<file path="src/pkg/dem_pkg.sv">
// constants shared by both ends of the extended mode register link
// assumes one 100 MHz clock for both ends and one bus word per register
package dem_pkg;
  localparam int ADDR_W = 13;
  localparam int BA_W = 2;
  localparam int DATA_W = 16;
  localparam int REG_ADDR_W = 4;

  // bank address codes selecting each extended register
  localparam logic [1:0] BA_EXT_ONE = 2'h1;
  localparam logic [1:0] BA_EXT_TWO = 2'h2;
  localparam logic [1:0] BA_EXT_THREE = 2'h3;

  // first extended register field positions
  localparam int EXT1_AL_LSB = 3;
  localparam int EXT1_OCD_LSB = 7;
  localparam int EXT1_READ_STROBE_COPY_EN_BIT = 11;
  localparam int EXT1_QOFF_BIT = 12;
  localparam logic [2:0] OCD_EXIT = 3'h0;
  localparam logic [2:0] OCD_ADJUST = 3'h4;
  localparam logic [2:0] OCD_DEFAULT = 3'h7;

  // second extended register fields
  localparam int EXT2_HTEMP_BIT = 7;
  localparam int EXT2_PARTIAL_ARRAY_REFRESH_SEL_LSB = 0;
  localparam logic [12:0] EXT2_KEEP_MASK = 13'h0087;
  localparam logic [2:0] PARTIAL_ARRAY_REFRESH_SEL_FULL = 3'h0;
  localparam logic [2:0] PARTIAL_ARRAY_REFRESH_SEL_HALF = 3'h1;
  localparam logic [2:0] PARTIAL_ARRAY_REFRESH_SEL_QUARTER = 3'h2;
  localparam logic [2:0] PARTIAL_ARRAY_REFRESH_SEL_UNDEF = 3'h3;
  localparam logic [2:0] PARTIAL_ARRAY_REFRESH_SEL_THREE_Q = 3'h4;

  // banks kept through self refresh for each range
  localparam logic [3:0] RETAIN_FULL = 4'hF;
  localparam logic [3:0] RETAIN_HALF = 4'h3;
  localparam logic [3:0] RETAIN_QUARTER = 4'h1;
  localparam logic [3:0] RETAIN_THREE_Q = 4'h7;
  localparam logic [3:0] RETAIN_NONE = 4'h0;

  // values after reset
  localparam logic [12:0] EXT_RST = 13'h0000;
  localparam logic [15:0] WORD_RST = 16'h0000;

  // controller register offsets (byte addresses)
  localparam logic [3:0] REG_EXT1_VAL = 4'h0;
  localparam logic [3:0] REG_EXT2_CFG = 4'h4;
  localparam logic [3:0] REG_CMD = 4'h8;
  localparam logic [3:0] REG_STATUS = 4'hC;

  // pending load slots, lower index goes first
  localparam int P_TWO = 0;
  localparam int P_THREE = 1;
  localparam int P_ONE = 2;
  localparam int P_EXIT = 3;
  localparam int CMD_INIT_BIT = 3;

  // mode register set cycle time
  localparam int SYS_CLK_MHZ = 100;
  localparam int TMRD_NS = 20;
  localparam int TMRD_CYCLES = (TMRD_NS * SYS_CLK_MHZ + 999) / 1000;
  localparam logic [7:0] TMRD_LOAD = 8'(TMRD_CYCLES - 1);

  typedef enum logic {DEM_IDLE = 1'b0, DEM_WAIT = 1'b1} dem_state_t;
endpackage

</file>
<file path="src/pkg/dem_link_if.sv">
// command and address wires between controller and memory device
// assumes both ends sample on the same rising edge of one clock
interface dem_link_if;
  logic cke;
  logic cs_n;
  logic ras_n;
  logic cas_n;
  logic we_n;
  logic [1:0] ba;
  logic [12:0] addr;

  modport ctrl (output cke, cs_n, ras_n, cas_n, we_n, ba, addr);
  modport dev (input cke, cs_n, ras_n, cas_n, we_n, ba, addr);
endinterface

</file>
<file path="src/hdl/dem_ctrl.sv">
// controller end: issues load-mode commands for the extended registers
// assumes software on a plain strobe port and a bank-idle level from
// the rest of the controller, both on the same clock
// only load-mode and nop are ever driven, so no other command can leak
//
// The strobed register port and the register addresses were chosen for this implementation.

module dem_ctrl #(
  parameter bit ORG_X16 = 1'b0,
  parameter bit EXT_TEMP_GRADE = 1'b0
) (
  input wire logic sys_clk_in,
  input wire logic rst_n_in,
  dem_link_if.ctrl link,
  input wire logic [3:0] reg_addr_in,
  input wire logic [15:0] reg_wdata_in,
  input wire logic reg_wr_in,
  input wire logic reg_rd_in,
  input wire logic banks_idle_in,
  output logic [15:0] reg_rdata_out,
  output logic busy_out
);
  dem_pkg::dem_state_t state_reg;
  logic [7:0] wait_cnt_reg;
  logic [12:0] ext1_val_reg;
  logic [12:0] ext2_cfg_reg;
  logic [12:0] ext1_sent_reg;
  logic [2:0] al_last_reg;
  logic [3:0] pend_reg;
  logic [2:0] done_reg;
  logic cke_reg;
  logic cke_prev_reg;
  logic cs_n_reg;
  logic cmd_n_reg;
  logic [1:0] ba_reg;
  logic [12:0] addr_reg;
  logic issue;
  logic [3:0] pick;
  logic [3:0] cmd_set;
  logic [12:0] ext1_eff;
  logic [12:0] ext2_eff;
  logic [12:0] exit_val;

  // link pins straight from flops
  assign link.cke = cke_reg;
  assign link.cs_n = cs_n_reg;
  assign link.ras_n = cmd_n_reg;
  assign link.cas_n = cmd_n_reg;
  assign link.we_n = cmd_n_reg;
  assign link.ba = ba_reg;
  assign link.addr = addr_reg;

  // software register writes
  always_ff @(posedge sys_clk_in or negedge rst_n_in) begin
    if (!rst_n_in) begin
      ext1_val_reg <= dem_pkg::EXT_RST;
      ext2_cfg_reg <= dem_pkg::EXT_RST;
    end else if (reg_wr_in) begin
      if (reg_addr_in == dem_pkg::REG_EXT1_VAL) begin
        ext1_val_reg <= reg_wdata_in[12:0];
      end
      if (reg_addr_in == dem_pkg::REG_EXT2_CFG) begin
        ext2_cfg_reg <= reg_wdata_in[12:0] & dem_pkg::EXT2_KEEP_MASK;
      end
    end
  end

  // load requests from the command register; init asks for all three
  always_comb begin
    cmd_set = 4'h0;
    if (reg_wr_in && reg_addr_in == dem_pkg::REG_CMD) begin
      cmd_set[dem_pkg::P_ONE] = reg_wdata_in[0] | reg_wdata_in[dem_pkg::CMD_INIT_BIT];
      cmd_set[dem_pkg::P_TWO] = reg_wdata_in[1] | reg_wdata_in[dem_pkg::CMD_INIT_BIT];
      cmd_set[dem_pkg::P_THREE] = reg_wdata_in[2] | reg_wdata_in[dem_pkg::CMD_INIT_BIT];
    end
  end

  // first register as sent: x16 drops the strobe copy, adjust keeps latency
  always_comb begin
    ext1_eff = ext1_val_reg;
    if (ORG_X16) begin
      ext1_eff[dem_pkg::EXT1_READ_STROBE_COPY_EN_BIT] = 1'b0;
    end
    if (ext1_val_reg[dem_pkg::EXT1_OCD_LSB +: 3] == dem_pkg::OCD_ADJUST) begin
      ext1_eff[dem_pkg::EXT1_AL_LSB +: 3] = al_last_reg;
    end
  end

  // second register as sent: commercial parts never get the hot rate
  always_comb begin
    ext2_eff = ext2_cfg_reg & dem_pkg::EXT2_KEEP_MASK;
    if (!EXT_TEMP_GRADE) begin
      ext2_eff[dem_pkg::EXT2_HTEMP_BIT] = 1'b0;
    end
  end

  // calibration exit repeats the last word with the program field cleared
  always_comb begin
    exit_val = ext1_sent_reg;
    exit_val[dem_pkg::EXT1_OCD_LSB +: 3] = dem_pkg::OCD_EXIT;
  end

  // one-hot pick of the lowest pending slot
  assign pick = pend_reg & (~pend_reg + 4'h1);

  // issue only when idle, banks precharged and cke high two edges
  assign issue = (state_reg == dem_pkg::DEM_IDLE) && (pend_reg != 4'h0) &&
                 banks_idle_in && cke_reg && cke_prev_reg;

  // pending slots; a new request in the issue cycle survives
  always_ff @(posedge sys_clk_in or negedge rst_n_in) begin
    if (!rst_n_in) begin
      pend_reg <= 4'h0;
    end else begin
      pend_reg <= (pend_reg & ~(issue ? pick : 4'h0)) | cmd_set;
      if (issue && pick[dem_pkg::P_ONE] &&
          ext1_eff[dem_pkg::EXT1_OCD_LSB +: 3] == dem_pkg::OCD_DEFAULT) begin
        pend_reg[dem_pkg::P_EXIT] <= 1'b1;
      end
    end
  end

  // sequencer: one command cycle, then hold off for the set cycle time
  always_ff @(posedge sys_clk_in or negedge rst_n_in) begin
    if (!rst_n_in) begin
      state_reg <= dem_pkg::DEM_IDLE;
      wait_cnt_reg <= 8'h00;
    end else begin
      unique case (state_reg)
        dem_pkg::DEM_IDLE: begin
          if (issue) begin
            state_reg <= dem_pkg::DEM_WAIT;
            wait_cnt_reg <= dem_pkg::TMRD_LOAD;
          end
        end
        dem_pkg::DEM_WAIT: begin
          if (wait_cnt_reg == 8'h00) begin
            state_reg <= dem_pkg::DEM_IDLE;
          end else begin
            wait_cnt_reg <= wait_cnt_reg - 8'h01;
          end
        end
      endcase
    end
  end

  // clock enable raised one edge after reset and kept high
  always_ff @(posedge sys_clk_in or negedge rst_n_in) begin
    if (!rst_n_in) begin
      cke_reg <= 1'b0;
      cke_prev_reg <= 1'b0;
      cs_n_reg <= 1'b1;
    end else begin
      cke_reg <= 1'b1;
      cke_prev_reg <= cke_reg;
      cs_n_reg <= 1'b0;
    end
  end

  // command pins: load-mode for one cycle, nop otherwise
  always_ff @(posedge sys_clk_in or negedge rst_n_in) begin
    if (!rst_n_in) begin
      cmd_n_reg <= 1'b1;
      ba_reg <= 2'h0;
      addr_reg <= dem_pkg::EXT_RST;
    end else if (issue) begin
      cmd_n_reg <= 1'b0;
      if (pick[dem_pkg::P_TWO]) begin
        ba_reg <= dem_pkg::BA_EXT_TWO;
        addr_reg <= ext2_eff;
      end else if (pick[dem_pkg::P_THREE]) begin
        ba_reg <= dem_pkg::BA_EXT_THREE;
        addr_reg <= dem_pkg::EXT_RST;
      end else if (pick[dem_pkg::P_ONE]) begin
        ba_reg <= dem_pkg::BA_EXT_ONE;
        addr_reg <= ext1_eff;
      end else begin
        ba_reg <= dem_pkg::BA_EXT_ONE;
        addr_reg <= exit_val;
      end
    end else begin
      cmd_n_reg <= 1'b1;
    end
  end

  // copy of what the device holds, for latency reuse and exit word
  always_ff @(posedge sys_clk_in or negedge rst_n_in) begin
    if (!rst_n_in) begin
      ext1_sent_reg <= dem_pkg::EXT_RST;
      al_last_reg <= 3'h0;
    end else if (issue && pick[dem_pkg::P_ONE]) begin
      ext1_sent_reg <= ext1_eff;
      al_last_reg <= ext1_eff[dem_pkg::EXT1_AL_LSB +: 3];
    end else if (issue && pick[dem_pkg::P_EXIT]) begin
      ext1_sent_reg <= exit_val;
    end
  end

  // which registers have been programmed at least once since reset
  always_ff @(posedge sys_clk_in or negedge rst_n_in) begin
    if (!rst_n_in) begin
      done_reg <= 3'h0;
    end else if (issue) begin
      done_reg <= done_reg | {pick[dem_pkg::P_ONE] | pick[dem_pkg::P_EXIT],
                              pick[dem_pkg::P_THREE], pick[dem_pkg::P_TWO]};
    end
  end

  // busy level for the rest of the controller
  always_ff @(posedge sys_clk_in or negedge rst_n_in) begin
    if (!rst_n_in) begin
      busy_out <= 1'b0;
    end else begin
      busy_out <= (pend_reg != 4'h0) | cmd_set[0] | cmd_set[1] | cmd_set[2] |
                  (state_reg == dem_pkg::DEM_WAIT) | issue;
    end
  end

  // read data valid only in the cycle after the strobe
  always_ff @(posedge sys_clk_in or negedge rst_n_in) begin
    if (!rst_n_in) begin
      reg_rdata_out <= dem_pkg::WORD_RST;
    end else if (reg_rd_in) begin
      unique case (reg_addr_in)
        dem_pkg::REG_EXT1_VAL: reg_rdata_out <= {3'h0, ext1_val_reg};
        dem_pkg::REG_EXT2_CFG: reg_rdata_out <= {3'h0, ext2_cfg_reg};
        dem_pkg::REG_CMD: reg_rdata_out <= {12'h000, pend_reg};
        dem_pkg::REG_STATUS: reg_rdata_out <= {10'h000, done_reg, &done_reg,
                                               pend_reg[dem_pkg::P_EXIT],
                                               state_reg == dem_pkg::DEM_WAIT};
        default: reg_rdata_out <= dem_pkg::WORD_RST;
      endcase
    end else begin
      reg_rdata_out <= dem_pkg::WORD_RST;
    end
  end
endmodule

</file>
<file path="src/flat_wrapper.sv">
// flat-port wrapper written by rule: the top's interface ports become plain ports
module dem_ctrl_flat 
#(
  parameter bit ORG_X16 = 1'b0,
  parameter bit EXT_TEMP_GRADE = 1'b0
)
  (sys_clk_in, rst_n_in, reg_addr_in, reg_wdata_in, reg_wr_in, reg_rd_in, banks_idle_in, reg_rdata_out, busy_out, link_cke, link_cs_n, link_ras_n, link_cas_n, link_we_n, link_ba, link_addr);
  dem_link_if link_i ();
  input wire logic sys_clk_in;
  input wire logic rst_n_in;
  input wire logic [3:0] reg_addr_in;
  input wire logic [15:0] reg_wdata_in;
  input wire logic reg_wr_in;
  input wire logic reg_rd_in;
  input wire logic banks_idle_in;
  output logic [15:0] reg_rdata_out;
  output logic busy_out;
  output wire logic [$bits(link_i.cke)-1:0] link_cke;
  output wire logic [$bits(link_i.cs_n)-1:0] link_cs_n;
  output wire logic [$bits(link_i.ras_n)-1:0] link_ras_n;
  output wire logic [$bits(link_i.cas_n)-1:0] link_cas_n;
  output wire logic [$bits(link_i.we_n)-1:0] link_we_n;
  output wire logic [$bits(link_i.ba)-1:0] link_ba;
  output wire logic [$bits(link_i.addr)-1:0] link_addr;
  assign link_cke = link_i.cke;
  assign link_cs_n = link_i.cs_n;
  assign link_ras_n = link_i.ras_n;
  assign link_cas_n = link_i.cas_n;
  assign link_we_n = link_i.we_n;
  assign link_ba = link_i.ba;
  assign link_addr = link_i.addr;
  dem_ctrl #(.ORG_X16(ORG_X16), .EXT_TEMP_GRADE(EXT_TEMP_GRADE)) u_core (.sys_clk_in(sys_clk_in), .rst_n_in(rst_n_in), .link(link_i), .reg_addr_in(reg_addr_in), .reg_wdata_in(reg_wdata_in), .reg_wr_in(reg_wr_in), .reg_rd_in(reg_rd_in), .banks_idle_in(banks_idle_in), .reg_rdata_out(reg_rdata_out), .busy_out(busy_out));
endmodule
</file>
<file path="config.mk">
export PLATFORM = sky130hd
export DESIGN_NAME = dem_ctrl_flat
export DESIGN_NICKNAME = d
export VERILOG_FILES = /design/src/pkg/dem_pkg.sv /design/src/pkg/dem_link_if.sv /design/src/hdl/dem_ctrl.sv /design/src/flat_wrapper.sv
export SDC_FILE = /design/constraint.sdc
export NUM_CORES = 1
export LEC_CHECK = 0
export ABC_AREA = 1
export BUFFER_PORTS_ARGS = -buffer_cell sky130_fd_sc_hd__buf_2
export CORE_MARGIN = 5
export CORE_UTILIZATION = 55
export DETAILED_ROUTE_END_ITERATION = 12
export PLACE_DENSITY = 0.79
export SYNTH_ARGS = -nofsm -noshare
export SYNTH_HDL_FRONTEND = slang
export SYNTH_SLANG_ARGS = --single-unit
</file>
<file path="constraint.sdc">
create_clock -name sys_clk_in -period 3 [get_ports sys_clk_in]
set_input_delay 0 -clock sys_clk_in [delete_from_list [all_inputs] [get_ports sys_clk_in]]
set_output_delay 0 -clock sys_clk_in [all_outputs]
set_load 0.1 [all_outputs]
</file>
# [After elaboration in Yosys (flattened, before gate mapping)]
# Cells that the tools add are included.
[word_totals] reg_bits=79 output_inout_bits=37 input_bits=25
[op_classes] bitwise=16 eq_ne=7 mux=20 addsub=2 reduce_logical=15
[ops] operator="$mux 13" n=5
[ops] operator="$pmux 13 s4" n=1
[ops] operator="$mux 8" n=2
[ops] operator="$pmux 8 s2" n=1
[ops] operator="$mux 10" n=1
[ops] operator="$or 1x1->1" n=9
[ops] operator="$and 4x4->4" n=2
[ops] operator="$eq 4x4->1 const B" n=2
[ops] operator="$logic_and 1x1->1" n=8
[ops] operator="$logic_not 8->1" n=1
[ops] operator="$not 4->4" n=2
[ops] operator="$sub 8x1->8 const B" n=1
[ops] operator="$eq 3x3->1 const B" n=2
[ops] operator="$mux 3" n=2
[ops] operator="$reduce_and 2->1" n=3
[ops] operator="$add 4x1->4 const B" n=1
[ops] operator="$eq 4x3->1 const B" n=1
[ops] operator="$logic_not 4->1" n=1
[ops] operator="$mux 1" n=4
[ops] operator="$mux 2" n=2
[ops] operator="$mux 4" n=1
[ops] operator="$or 4x3->4" n=1
[ops] operator="$reduce_bool 4->1" n=1
[ops] operator="$or 3x3->3" n=1
[ops] operator="other kinds (5)" n=5

# [Depth between registers and ports, before layout]
# Gate-level depths: netlist of the first run.
[logic_depth] ltp_word=10 depth_mapped=8 depth_no_buf=8

# [Worst setup path before layout of the first run]
# No wires, ideal clock.
[synth_timing] path_kind="register -> register" startpoint="register u_core.cke_reg (netlist: u_core.link.cke)" endpoint="register u_core.pend_reg[2]" t_arrival_ns=1.723 n_path_buf=1 path_stages_with_launch=7 slack_ns=1.143 period_less_slack_ns=1.857 path_cell_list="dfrtp_1 nand2_1 nor2_2 inv_1 nor2_4 buf_4 o21ai_0"
[synth_via] elab_chain_len=6
[synth_rtl] element="start: declaration" line="dem_ctrl.sv:31" text="logic cke_reg;"
[synth_rtl] element="start signal: assignment" line="dem_ctrl.sv:150" text="cke_reg <= 1'b0;"
[synth_rtl] element="start signal: assignment" line="dem_ctrl.sv:154" text="cke_reg <= 1'b1;"
[synth_rtl] element="$logic_and 1x1->1 (2 in series)" line="dem_ctrl.sv:108" text="banks_idle_in && cke_reg && cke_prev_reg;"
[synth_rtl] element="$mux 4" line="dem_ctrl.sv:115" text="pend_reg <= (pend_reg & ~(issue ? pick : 4'h0)) | cmd_set;"
[synth_rtl] element="$not 4->4" line="dem_ctrl.sv:115"
[synth_rtl] element="$and 4x4->4" line="dem_ctrl.sv:115"
[synth_rtl] element="$or 4x3->4" line="dem_ctrl.sv:115"
[synth_rtl] element="end signal: assignment" line="dem_ctrl.sv:115"
[synth_rtl] element="end: declaration" line="dem_ctrl.sv:29" text="logic [3:0] pend_reg;"
# No other way between the ends.
# A chain may end at the register's enable or synchronous reset.

# [Worst setup path in the final report of the first run]
[layout_timing] startpoint="register u_core.pend_reg[0]" endpoint="register u_core.ext1_sent_reg[12]"
[layout_via] elab_chain_len=6
[layout_rtl] element="parallel branches: the longest is 5 deep, another holds $add 4x1->4"
[layout_rtl] element="$logic_and 1x1->1 (*)" line="dem_ctrl.sv:191" text="end else if (issue && pick[dem_pkg::P_ONE]) begin"
[layout_rtl] element="end signal: assignment" line="dem_ctrl.sv:189" text="ext1_sent_reg <= dem_pkg::EXT_RST;"
[layout_rtl] element="end signal: assignment" line="dem_ctrl.sv:192" text="ext1_sent_reg <= ext1_eff;"
[layout_rtl] element="end signal: assignment" line="dem_ctrl.sv:195" text="ext1_sent_reg <= exit_val;"
[layout_rtl] element="end: declaration" line="dem_ctrl.sv:27" text="logic [12:0] ext1_sent_reg;"
# Every way passes the cells marked *.

==> flow_summary.rst, run 1 <==
.. list-table::
   :header-rows: 1

   * - Metric
     - Value
   * - Maximum number of pins on one net before global-route repair
     - 80
   * - Part of the power in combinational logic
     - a little over a tenth
   * - Top-Level Pins
     - 62
   * - Data arrival time of the critical path
     - 2230 ps
   * - Clock tree sinks
     - 79
   * - Maximum count of clock buffers along a single path
     - 2
   * - Number of buffers added on ports
     - 55
   * - Layout-stage area growth over the synthesis result
     - 19.13%
   * - Post-route minimum period
     - roughly 2000 ps
   * - Internal power contribution
     - 1.577 mW
   * - # H-tree levels
     - 3
   * - Count of max-cap constraint violations
     - 0
   * - Max-slew headroom
     - 36.33%
   * - Result of the run
     - finished clean
   * - Total design power
     - approximately 2.2 mW
   * - Remaining global-route overflow
     - 0
   * - Fillers
     - 504
   * - Synthesis-stage register bit count
     - 79
   * - Final weighted congestion of routability-driven global placement
     - 0.8487
   * - Critical-path cell with the highest stage delay
     - dfrtp_1
   * - Worst VDD drop
     - slightly above 0.0004 V
   * - Total power divided by cell area
     - 530.9 mW/mm^2
   * - Cell taking the most area after synthesis
     - dfrtp_1
   * - Number of cells on the worst reg-to-reg path
     - 8
   * - Core Area
     - 0.006241 mm^2
   * - Effective utilization at floorplan
     - 55.65%
   * - Row Count
     - 29
   * - Final setup viols
     - 0
   * - Sw power
     - ~0.62 mW
   * - Count of different cell masters after synthesis
     - 30
   * - Reg power frac
     - approximately 53%
   * - Total length of routed wires
     - between 7 and 8 mm
   * - TritonCTS clock tree
     - built
   * - Crit Reg-Reg Startpoint
     - u_core.pend_reg[0]
   * - Max-slew violation count
     - 0
   * - Gate family responsible for the most delay along the worst path
     - simple AND/OR/NAND/NOR gates
   * - Number of instances in the synthesized netlist
     - approximately 410
   * - Final worst path period share
     - 66.10%
   * - Overall die area
     - about 0.008 mm^2
   * - Warnings, synthesis
     - 0
   * - Antenna violations before repair
     - 0
   * - Total clock buffers created by CTS
     - 9
   * - Post-synthesis instance area
     - 0.003473 mm^2
   * - Clock Skew
     - 11.51 ps
   * - DRC violation count after routing
     - 0
   * - Count of nets left with antenna violations after detail routing
     - 0
   * - Count of vias placed by the detailed router
     - 2,884
   * - Type of the worst setup path
     - reg -> reg
   * - Routed len/inst
     - 13.63 um
   * - Setup slack of the worst register-to-register path
     - ~1000 ps
   * - Timing-limited maximum frequency
     - 0.5043 GHz
   * - Clock insertion delay at the later pin of the skew report
     - between 300 and 400 ps
   * - Synth top area cells
     - dfrtp_1, nand2_1, inv_1, nor2_1, o21ai_0
   * - Data required time at the worst endpoint
     - 3250 ps
   * - Number of cells on the critical path
     - 8
   * - Number of diodes added for antenna fixing
     - 0
   * - DPL Wire Length
     - 5.242 mm
   * - RSZ-0062 raised after global routing
     - false
   * - Cell at the root of the clock tree
     - clkbuf_8
   * - Standby leakage power
     - 2.248 nW
   * - Hold Slack
     - between 90 and 100 ps
   * - Register area share after synthesis
     - 56.99%
   * - Overall routing resource usage
     - between 20% and 30%
   * - Pin slew with the least headroom to its limit
     - about 960 ps
   * - Crit path largest cell delay
     - 450 ps
   * - Largest fanout on the critical path
     - 15
   * - Post-CTS setup buffer count
     - 0
   * - Hold Buf Count CTS
     - 15
   * - Die width
     - about 89 um
   * - Number of nets in the layout
     - 505
   * - Sum of buffers and inverters on the critical path
     - 3
   * - Share of Yosys cell area claimed by the top area cell type
     - 55.48%
   * - Global-route wire length before repair
     - 12.93 mm
   * - Critical path launch point
     - u_core.pend_reg[0]
   * - Initial DRT Pass Iterations
     - 7
   * - Number of resized instances in the post-cts repair step
     - 0
   * - Cell-by-cell listing of the critical path
     - nor2_2, inv_1, nor2_2, inv_2, nor2_4, inv_2, nand2_1, o21ai_2
   * - Number of global-route vias before repair
     - 2,818
   * - Non-filler cells, final
     - between 500 and 600
   * - Power share of the clock group
     - between 30% and 40%
   * - Crit Reg-Reg Endpoint
     - u_core.ext1_sent_reg[12]
   * - CTS clk-pin slew, worst paths
     - 90 ps
   * - First-iteration detailed-routing DRC count
     - 142
   * - Critical Path Sink Type
     - register
   * - Placed insts
     - around 530
   * - Share of final-layout standard cells stronger than drive strength 1
     - 19.46%
   * - End point of the critical path
     - u_core.ext1_sent_reg[12]
   * - Synthesized area per cell
     - about 8.6 um^2
   * - Startpoint class of the critical path
     - register
   * - Path category of the worst min-delay check
     - in -> reg
   * - Die boundary height
     - ~90 um
   * - Number of hold-slack violations in the final timing report
     - 0
   * - Number of vias per cell
     - around 5.2
   * - Switching fraction of total power
     - between 20% and 30%
   * - Final total negative setup slack
     - 0 ps
## power groups by stage
stage                     clock network, mW  registers [mW]  logic [mW]
after global placement                    0            1.18       0.203
after CTS                             0.821            1.16       0.228
after global routing                  0.875            1.17       0.254
final                                 0.803            1.17       0.228
after floorplan                           0            1.21       0.104
after detailed placement                  0            1.19       0.211
## synthesized netlist by cell type
library cell / n
a21oi_1: 12
a31o_2: 1
buf_2: 4
buf_4: 7
buf_6: 1
clkinv_1: 1
conb_1: 2
dfrtp_1: 77
dfstp_2: 2
ha_1: 2
inv_1: 45
inv_2: 3
nand2_1: 128
nand2_2: 2
nand2_4: 1
nand3_1: 19
nand3b_1: 1
nand4_1: 2
nor2_1: 38
nor2_2: 5
nor2_4: 1
nor3_1: 4
o211ai_1: 2
o21ai_0: 28
o21ai_1: 1
o21ai_2: 5
o21ai_4: 2
o22ai_1: 6
xnor2_1: 1
xor2_1: 2
## kinds of logic after synthesis
logic type / share of synthesized area, %
other cells: 0.2162
buf+inv: 7.709
xor+xnor: 0.7566
simple gates: 23.74
fa+ha+maj: 0.7203
flops: 56.99
compound gates: 9.870
## worst reg2reg max path, stage by stage, from the launching register on
cell and delay (ps):
dfrtp_1 450, nor2_2 190, inv_1 90, nor2_2 370
inv_2 140, nor2_4 300, inv_2 190, nand2_1 110
o21ai_2 50
## cell usage in the layout, fill, tap and decap left out, drive strengths merged
master and count:
nand2 131, dfrtp 77, buf 56, inv 50, nor2 44, o21ai 36, nand3 19, dlygate4sd3 15
a21oi 12, clkbuf 9, o22ai 6, conb 5, nor3 4, clkinv 4, nand4 2, o211ai 2
xor2 2, ha 2, dfstp 2, a31o 1, nand3b 1, xnor2 1, bufinv 1, clkinvlp 1
## worst min-delay path by stage
stage                         from                 endpoint  slack [ps]  cells past startpoint
global route             reg_wr_in   u_core.ext2_cfg_reg[0]         110                      3
global placement          rst_n_in   u_core.wait_cnt_reg[4]         220                      1
CTS                 reg_addr_in[1]  u_core.reg_rdata_out[4]          80                      6
detailed placement        rst_n_in   u_core.wait_cnt_reg[4]         210                      1
floorplan                 rst_n_in    u_core.al_last_reg[0]        -300                      0
finish              reg_addr_in[1]  u_core.reg_rdata_out[4]          90                      6
## per-layer routing
layer  wire length (um)  GRT usage (%)  up-vias
met5                  0              0        -
met4                174          10.01        0
met3                502          4.055       18
met2               3571          32.69      102
met1               3382          29.17     1360
li1                   -              -     1404
## metrics by stage
| step | instance area, um^2 | utilization (%) | setup slack (ps) |
|---|---|---|---|
| after global placement | 3782 | 60.61 | 1064 |
| final | 4138 | 66.30 | 1017 |
| after floorplan | 3485 | - | 1143 |
| after global routing | 4138 | 66.30 | 841.6 |
| after CTS | 4138 | 66.30 | 1024 |
| after detailed placement | 3782 | 60.61 | 1038 |
## area by class of cell
type | instances | area [um^2] | share of cell area, %
Clock inverter | 7 | 81.33 | 1.966
Inverter | 49 | 183.9 | 4.445
Sequential cell | 79 | 1979 | 47.84
Timing Repair Buffer | 71 | 435.4 | 10.52
Multi-Input combinational cell | 268 | 1237 | 29.91
Tap cell | 77 | 96.34 | 2.328
Clock buffer | 9 | 123.9 | 2.994
Power figures use the tool's default switching activity.
==> inputs of run 2 (changes only) <==
Settings changed: ABC_AREA 1 to 0.
Clock period 3 ns to 1.9 ns, I/O delays scaled along.
==> run 2 against run 1 <==
Net effect:
- critical path depth shrank 3
- utilization grew 2.3 points
- largest cell class unchanged
- highest routed layer unchanged
- flip-flop and latch count is the same
- non-clock buffer count grew 17
- die area grew 2.7%
- critical path type unchanged
- register-to-register slack lost 870 ps
- worst hold slack lost 68 ps
==> flow_summary.rst, run 2 <==
.. list-table::
   :header-rows: 1

   * - Metric
     - Value
   * - Library cell with the highest instance count after synthesis
     - dfrtp_1
   * - CTS clk-pin slew, worst paths
     - ~90 ps
   * - Number of instances in the synthesized netlist
     - 293
   * - Warnings, synthesis
     - 0
   * - Max-slew headroom
     - a little under half
   * - DPL Wire Length
     - 5.580 mm
   * - Depth of the worst hold-timing path
     - 3
   * - Data arrival time of the critical path
     - about 2000 ps
   * - Clock insertion delay at the later pin of the skew report
     - 360 ps
   * - Antenna violations before repair
     - 0
   * - Largest fanout on the critical path
     - 5
   * - Number of buffers added on ports
     - 55
   * - TritonCTS clock tree
     - built
   * - Startpoint class of the critical path
     - register
   * - Layout-stage area growth over the synthesis result
     - 21.64%
   * - Commonest cells after routing, fill and taps aside
     - dfrtp_1, buf_2, mux2_2
   * - Share of final-layout standard cells stronger than drive strength 1
     - 34.56%
   * - Final Core Density
     - 68.57%
   * - Critical Path Sink Type
     - register
   * - Clock tree sinks
     - 79
   * - Number of vias per cell
     - 5.743
   * - Total clock buffers created by CTS
     - 9
   * - Most common cell after layout, fill and taps aside
     - dfrtp_1
   * - Remaining global-route overflow
     - 0
   * - Post-route minimum period
     - 1755 ps
   * - Clock Skew
     - 12.30 ps
   * - First-iteration detailed-routing DRC count
     - 102
   * - Type of the worst setup path
     - reg -> reg
   * - Count of vias placed by the detailed router
     - roughly 2,600
   * - Data required time at the worst endpoint
     - 2180 ps
   * - Die width
     - 90.68 um
   * - Initial DRT Pass Iterations
     - 4
   * - Count of max-cap constraint violations
     - 0
   * - Synthesis-stage register bit count
     - 79
   * - Synth top area cells
     - dfrtp_1, mux2_2, mux2i_1, o21ai_0, nor2_1
   * - Overall routing resource usage
     - 19.93%
   * - Share of Yosys cell area claimed by the top area cell type
     - 53.83%
   * - Register area share after synthesis
     - 55.30%
   * - Cell taking the most area after synthesis
     - dfrtp_1
   * - Cell at the root of the clock tree
     - clkbuf_8
   * - Post-synthesis instance area
     - about 0.0036 mm^2
   * - Effective utilization at floorplan
     - 56.37%
   * - Fillers
     - 447
   * - Crit Reg-Reg Startpoint
     - u_core.wait_cnt_reg[0]
   * - Final total negative setup slack
     - 0 ps
   * - Number of global-route vias before repair
     - approximately 2,600
   * - Setup slack of the worst register-to-register path
     - 140 ps
   * - Die boundary height
     - roughly 91 um
   * - Synthesized area per cell
     - 12.22 um^2
   * - Routed len/inst
     - 17.19 um
   * - Count of nets left with antenna violations after detail routing
     - 0
   * - Maximum count of clock buffers along a single path
     - 2
   * - Number of nets in the layout
     - 401
   * - Result of the run
     - finished clean
   * - Core Area
     - 0.006350 mm^2
   * - Post-CTS setup buffer count
     - 0
   * - Row Count
     - 29
   * - Number of hold-slack violations in the final timing report
     - 0
   * - Worst VDD drop
     - around 0.00075 V
   * - Asr flop ratio synth
     - 100.0%
   * - Number of diodes added for antenna fixing
     - 0
   * - Standby leakage power
     - 2.169 nW
   * - Total design power
     - between 3 and 4 mW
   * - Number of enable flip-flop cells after synthesis
     - 0
   * - Final weighted congestion of routability-driven global placement
     - 0.8590
   * - Crit Reg-Reg Endpoint
     - u_core.wait_cnt_reg[0]
   * - Total power divided by cell area
     - 851.7 mW/mm^2
   * - Min-Delay Startpoint
     - reg_addr_in[1]
   * - Pin slew with the least headroom to its limit
     - 798.8 ps
   * - Total length of routed wires
     - 7.837 mm
   * - Hold worst-path end
     - u_core.reg_rdata_out[7]
   * - Timing-limited maximum frequency
     - 0.5697 GHz
   * - Commonest cells post-synth
     - dfrtp_1, mux2_2, o21ai_0
   * - Final worst path period share
     - 92.38%
   * - Final setup viols
     - 0
   * - Overall die area
     - 0.008222 mm^2
   * - Path category of the worst min-delay check
     - in -> reg
   * - Top-Level Pins
     - 62
   * - Maximum number of pins on one net before global-route repair
     - 65
   * - Count of different cell masters after synthesis
     - 60
   * - DRC violation count after routing
     - 0
   * - # H-tree levels
     - 3
   * - Max-slew violation count
     - 0
   * - RSZ-0062 raised after global routing
     - false
   * - Dominant register cell in the synthesized netlist
     - dfrtp_1
   * - Number of cells on the worst reg-to-reg path
     - 5
   * - Global-route wire length before repair
     - 13.03 mm
==> run 2: changes by cell type in the layout (fill, tap and decap cells not counted), sizes merged, moves of 4 or more <==
cell,previous run,this run
nand2,131,10
inv,50,9
mux2,0,30
nor2,44,18
buf,56,72
mux2i,0,16
nand3,19,4
o21ai,36,21
o31ai,0,8
and2,0,6
and3,0,5
o22ai,6,1
or3b,0,5
a21oi,12,8
==> run 2: final cells by class <==
cell class / count / area [um^2] / share of cell area [%]
repair buffers: 88 / 565.5 / 12.99
inverters: 5 / 18.77 / 0.4310
clock inverters: 7 / 86.33 / 1.983
clock buffers: 9 / 123.9 / 2.845
flip-flops and latches: 79 / 1981 / 45.49
multi-input cells: 191 / 1483 / 34.05
well taps: 77 / 96.34 / 2.213
==> run 2: worst max path at each step <==
| stage | startpoint | end | slack (ps) | cells after the start |
|---|---|---|---|---|
| after floorplan | u_core.link.cke | u_core.wait_cnt_reg[4] | 180 | 6 |
| after CTS | u_core.wait_cnt_reg[0] | u_core.wait_cnt_reg[0] | 90 | 5 |
| after detailed placement | u_core.wait_cnt_reg[0] | u_core.wait_cnt_reg[0] | 110 | 5 |
| after global placement | u_core.wait_cnt_reg[0] | u_core.wait_cnt_reg[2] | 170 | 5 |
| after global routing | u_core.pend_reg[2] | u_core.ext1_sent_reg[5] | 10 | 4 |
| final | u_core.wait_cnt_reg[0] | u_core.wait_cnt_reg[0] | 140 | 5 |
==> run 2: per-stage QoR <==
stage	instances	worst slack [ps]	hold slack (ps)	instance area (um^2)
floorplan	296	175.4	-295.6	3592
global placement	424	166.7	134.4	3974
detailed placement	424	112.1	145.8	3974
CTS	456	88.46	2.643	4344
global route	456	12.25	29.70	4354
finish	456	144.8	22.85	4354
==> run 2: what timing repair did <==
| item | CTS | global route |
|---|---|---|
| hold endpoints to repair | 84 | 0 |
| endpoints found under the setup margin | 0 | 1 |
| resized for setup | 0 | 3 |
| hold buffers | 16 | 0 |
==> run 2: logic make-up after synthesis <==
family | synth area share [%]
and+or+nand+nor | 14.47
DFF | 55.30
adders and majority gates | 0.6989
other | 0.2098
AOI/OAI and AO/OA | 10.66
muxes | 14.54
buffers and inverters | 3.880
xor gates and xnor gates | 0.2447
==> run 2: where the power goes <==
part	switching [mW]	internal [mW]	leakage [nW]
logic	0.286	0.218	1.06
registers	0.119	1.78	1.01
clock network	0.668	0.636	0.104
total	1.07	2.64	2.17
==> run 2: worst max-delay path: stages (launching register included) <==
cell and delay (ps):
dfrtp_1 440, inv_1 100, ha_1 170, or4b_4 510
o21ai_2 230, mux2i_1 230
==> run 2: layer usage <==
metal | up-vias | global-route usage [%] | wire (um)
li1 | 1224 | - | -
met1 | 1312 | 26.38 | 3380
met2 | 72 | 31.84 | 3934
met3 | 11 | 5.667 | 423
met4 | 0 | 5.955 | 99
met5 | - | 0 | 0
==> inputs of run 3 (changes only) <==
Settings changed: CORE_UTILIZATION 55 to 50, PLACE_DENSITY 0.79 to 0.75.
Clock period 1.9 ns to 1.4 ns, I/O delays scaled along.
==> run 3 against run 2 <==
Net effect:
- the flow now finishes with violations (setup timing)
- routed wire length is 27% higher
- total power is 37% higher
- final cell count is 16% higher
- final area is 19% higher
- non-clock buffer count is 55 higher
- sequential share of layout area is 7.3 points lower
- via count is 9.8% higher
- critical endpoint is now u_core.wait_cnt_reg[7]
==> flow_summary.rst, run 3 (synthesis results as in run 2) <==
.. list-table::
   :header-rows: 1

   * - Metric
     - Value
   * - Total power divided by cell area
     - 975.1 mW/mm^2
   * - Fillers
     - 424
   * - Core Area
     - 0.006869 mm^2
   * - DRC violation count after routing
     - 0
   * - Count of vias placed by the detailed router
     - between 2,000 and 3,000
   * - Global-route wire length before repair
     - 15.13 mm
   * - Total clock buffers created by CTS
     - 9
   * - Maximum number of pins on one net before global-route repair
     - 27
   * - Max-slew headroom
     - 64.27%
   * - Placed insts
     - 468
   * - Row Count
     - 30
   * - # H-tree levels
     - 3
   * - Standby leakage power
     - 2.493 nW
   * - Timing-limited maximum frequency
     - 0.5830 GHz
   * - Pin slew with the least headroom to its limit
     - about 530 ps
   * - Post-route minimum period
     - between 1500 and 2000 ps
   * - Number of buffers added on ports
     - between 50 and 60
   * - Final total negative setup slack
     - -4607 ps
   * - Most common cell after layout, fill and taps aside
     - dfrtp_1
   * - Clock Skew
     - 6.348 ps
   * - Number of nets in the layout
     - ~460
   * - Effective utilization at floorplan
     - between 50% and 60%
   * - Type of the worst setup path
     - reg -> reg
   * - Overall routing resource usage
     - about 22%
   * - Remaining global-route overflow
     - 0
   * - Clock tree sinks
     - 79
   * - Number of vias per cell
     - 5.416
   * - Largest fanout on the critical path
     - 4
   * - DPL Wire Length
     - between 5 and 6 mm
   * - Die width
     - 94.62 um
   * - Maximum count of clock buffers along a single path
     - 2
   * - Failing checks
     - setup timing
   * - Total length of routed wires
     - 9.961 mm
   * - Antenna violations before repair
     - 0
   * - Non-filler cells, final
     - 531
   * - Number of cells on the worst reg-to-reg path
     - 6
   * - Path category of the worst min-delay check
     - in -> reg
   * - Worst VDD drop
     - 0.0006617 V
   * - Max-slew violation count
     - 0
   * - Count of nets left with antenna violations after detail routing
     - 0
   * - Least setup slack across all paths after layout
     - -315.1 ps
   * - Die boundary height
     - 94.62 um
   * - Number of diodes added for antenna fixing
     - 0
   * - Depth of the worst hold-timing path
     - 3
   * - Layout-stage area growth over the synthesis result
     - 45.12%
   * - Top-Level Pins
     - 62
   * - Number of global-route vias before repair
     - 2,974
   * - RSZ-0062 raised after global routing
     - true
   * - CTS clk-pin slew, worst paths
     - approximately 80 ps
   * - Number of hold-slack violations in the final timing report
     - 0
   * - Critical Path Sink Type
     - register
   * - Hold Slack
     - 23.54 ps
   * - Commonest cells after routing, fill and taps aside
     - dfrtp_1, buf_2, buf_4
   * - Clock insertion delay at the later pin of the skew report
     - 340 ps
   * - Initial DRT Pass Iterations
     - 4
   * - Overall die area
     - 0.008952 mm^2
   * - Final setup viols
     - 36
   * - Share of final-layout standard cells stronger than drive strength 1
     - between 50% and 60%
   * - Cell at the root of the clock tree
     - clkbuf_8
   * - Final weighted congestion of routability-driven global placement
     - 0.8690
   * - Startpoint class of the critical path
     - register
   * - Data required time at the worst endpoint
     - between 1500 and 2000 ps
   * - First-iteration detailed-routing DRC count
     - 142
   * - Count of max-cap constraint violations
     - 0
   * - TritonCTS clock tree
     - built
   * - Final Core Density
     - approximately 76%
   * - Data arrival time of the critical path
     - 1980 ps
   * - Result of the run
     - complete, but fails checks
   * - Final worst path period share
     - 122.5%
   * - Routed len/inst
     - about 19 um
run 3: cell count changes in the layout (fill, tap and decap cells not counted), moves of 4 or more:
cell / change
mux2_1: -5
o31ai_1: -4
o21ai_1: +6
buf_4: +33
o21ai_0: -8
buf_6: +19
mux2_2: -4
mux2_4: +9
run 3: stage by stage:
stage | cell area (um^2) | setup slack (ps) | total power, mW
after floorplan | 3680 | -204.2 | 3.017
after global placement | 4257 | -144.9 | 3.268
after detailed placement | 4257 | -202.6 | 3.293
after CTS | 4937 | -236.9 | 4.957
after global routing | 5195 | -366.8 | 5.278
final | 5195 | -315.1 | 5.065
run 3: layout make-up:
class / count / area, um^2 / area share (%)
clock buffers: 11 / 141.4 / 2.722
clock inverters: 5 / 31.28 / 0.6021
flip-flops and latches: 79 / 1983 / 38.17
inverters: 5 / 26.28 / 0.5058
multi-input cells: 191 / 1793 / 34.51
repair inverters: 1 / 7.507 / 0.1445
well taps: 96 / 120.1 / 2.312
repair buffers: 143 / 1092 / 21.03
run 3: layer usage:
layer / track usage [%] / up-vias / share of wire [%] / routed length [um]
li1: - / 1339 / - / -
met1: 28.14 / 1441 / 42 / 4206
met2: 37.40 / 77 / 51 / 5061
met3: 3.825 / 19 / 4.3 / 433
met4: 8.654 / 0 / 2.6 / 259
met5: 0 / - / 0 / 0
run 3: power breakdown:
part	internal [mW]	leakage [nW]	switching, mW
Combinational	0.426	1.39	0.522
Sequential	2.42	1.01	0.160
Clock	0.691	0.0895	0.848
Total	3.54	2.49	1.53
run 3: repair_timing:
action / in CTS / in global routing
hold endpoints to repair: 100 / 0
gates cloned: 2 / 0
pin swaps: 21 / 17
resized for setup: 48 / 42
buffers inserted: 19 / 16
hold buffers: 15 / 0
setup endpoints to repair: 37 / 44
run 3: path summary, 6_finish.rpt:
path | startpoint | end | slack [ps]
max in group asynchronous | rst_n_in | u_core.reg_rdata_out[7] | 760
hold / removal | reg_addr_in[2] | u_core.reg_rdata_out[4] | 20
hold reg to reg | u_core.link.cke | u_core.cke_prev_reg | 480
setup / recovery | u_core.wait_cnt_reg[0] | u_core.wait_cnt_reg[7] | -320
min in group asynchronous | rst_n_in | u_core.link.ba[1] | 100
setup reg to reg | u_core.wait_cnt_reg[0] | u_core.wait_cnt_reg[7] | -320
run 3: critical path, cell delays in order (launching register included):
cell	delay, ps
dfrtp_1	410
inv_2	100
ha_4	140
or4b_4	510
buf_4	170
nand4_1	90
mux2i_1	220
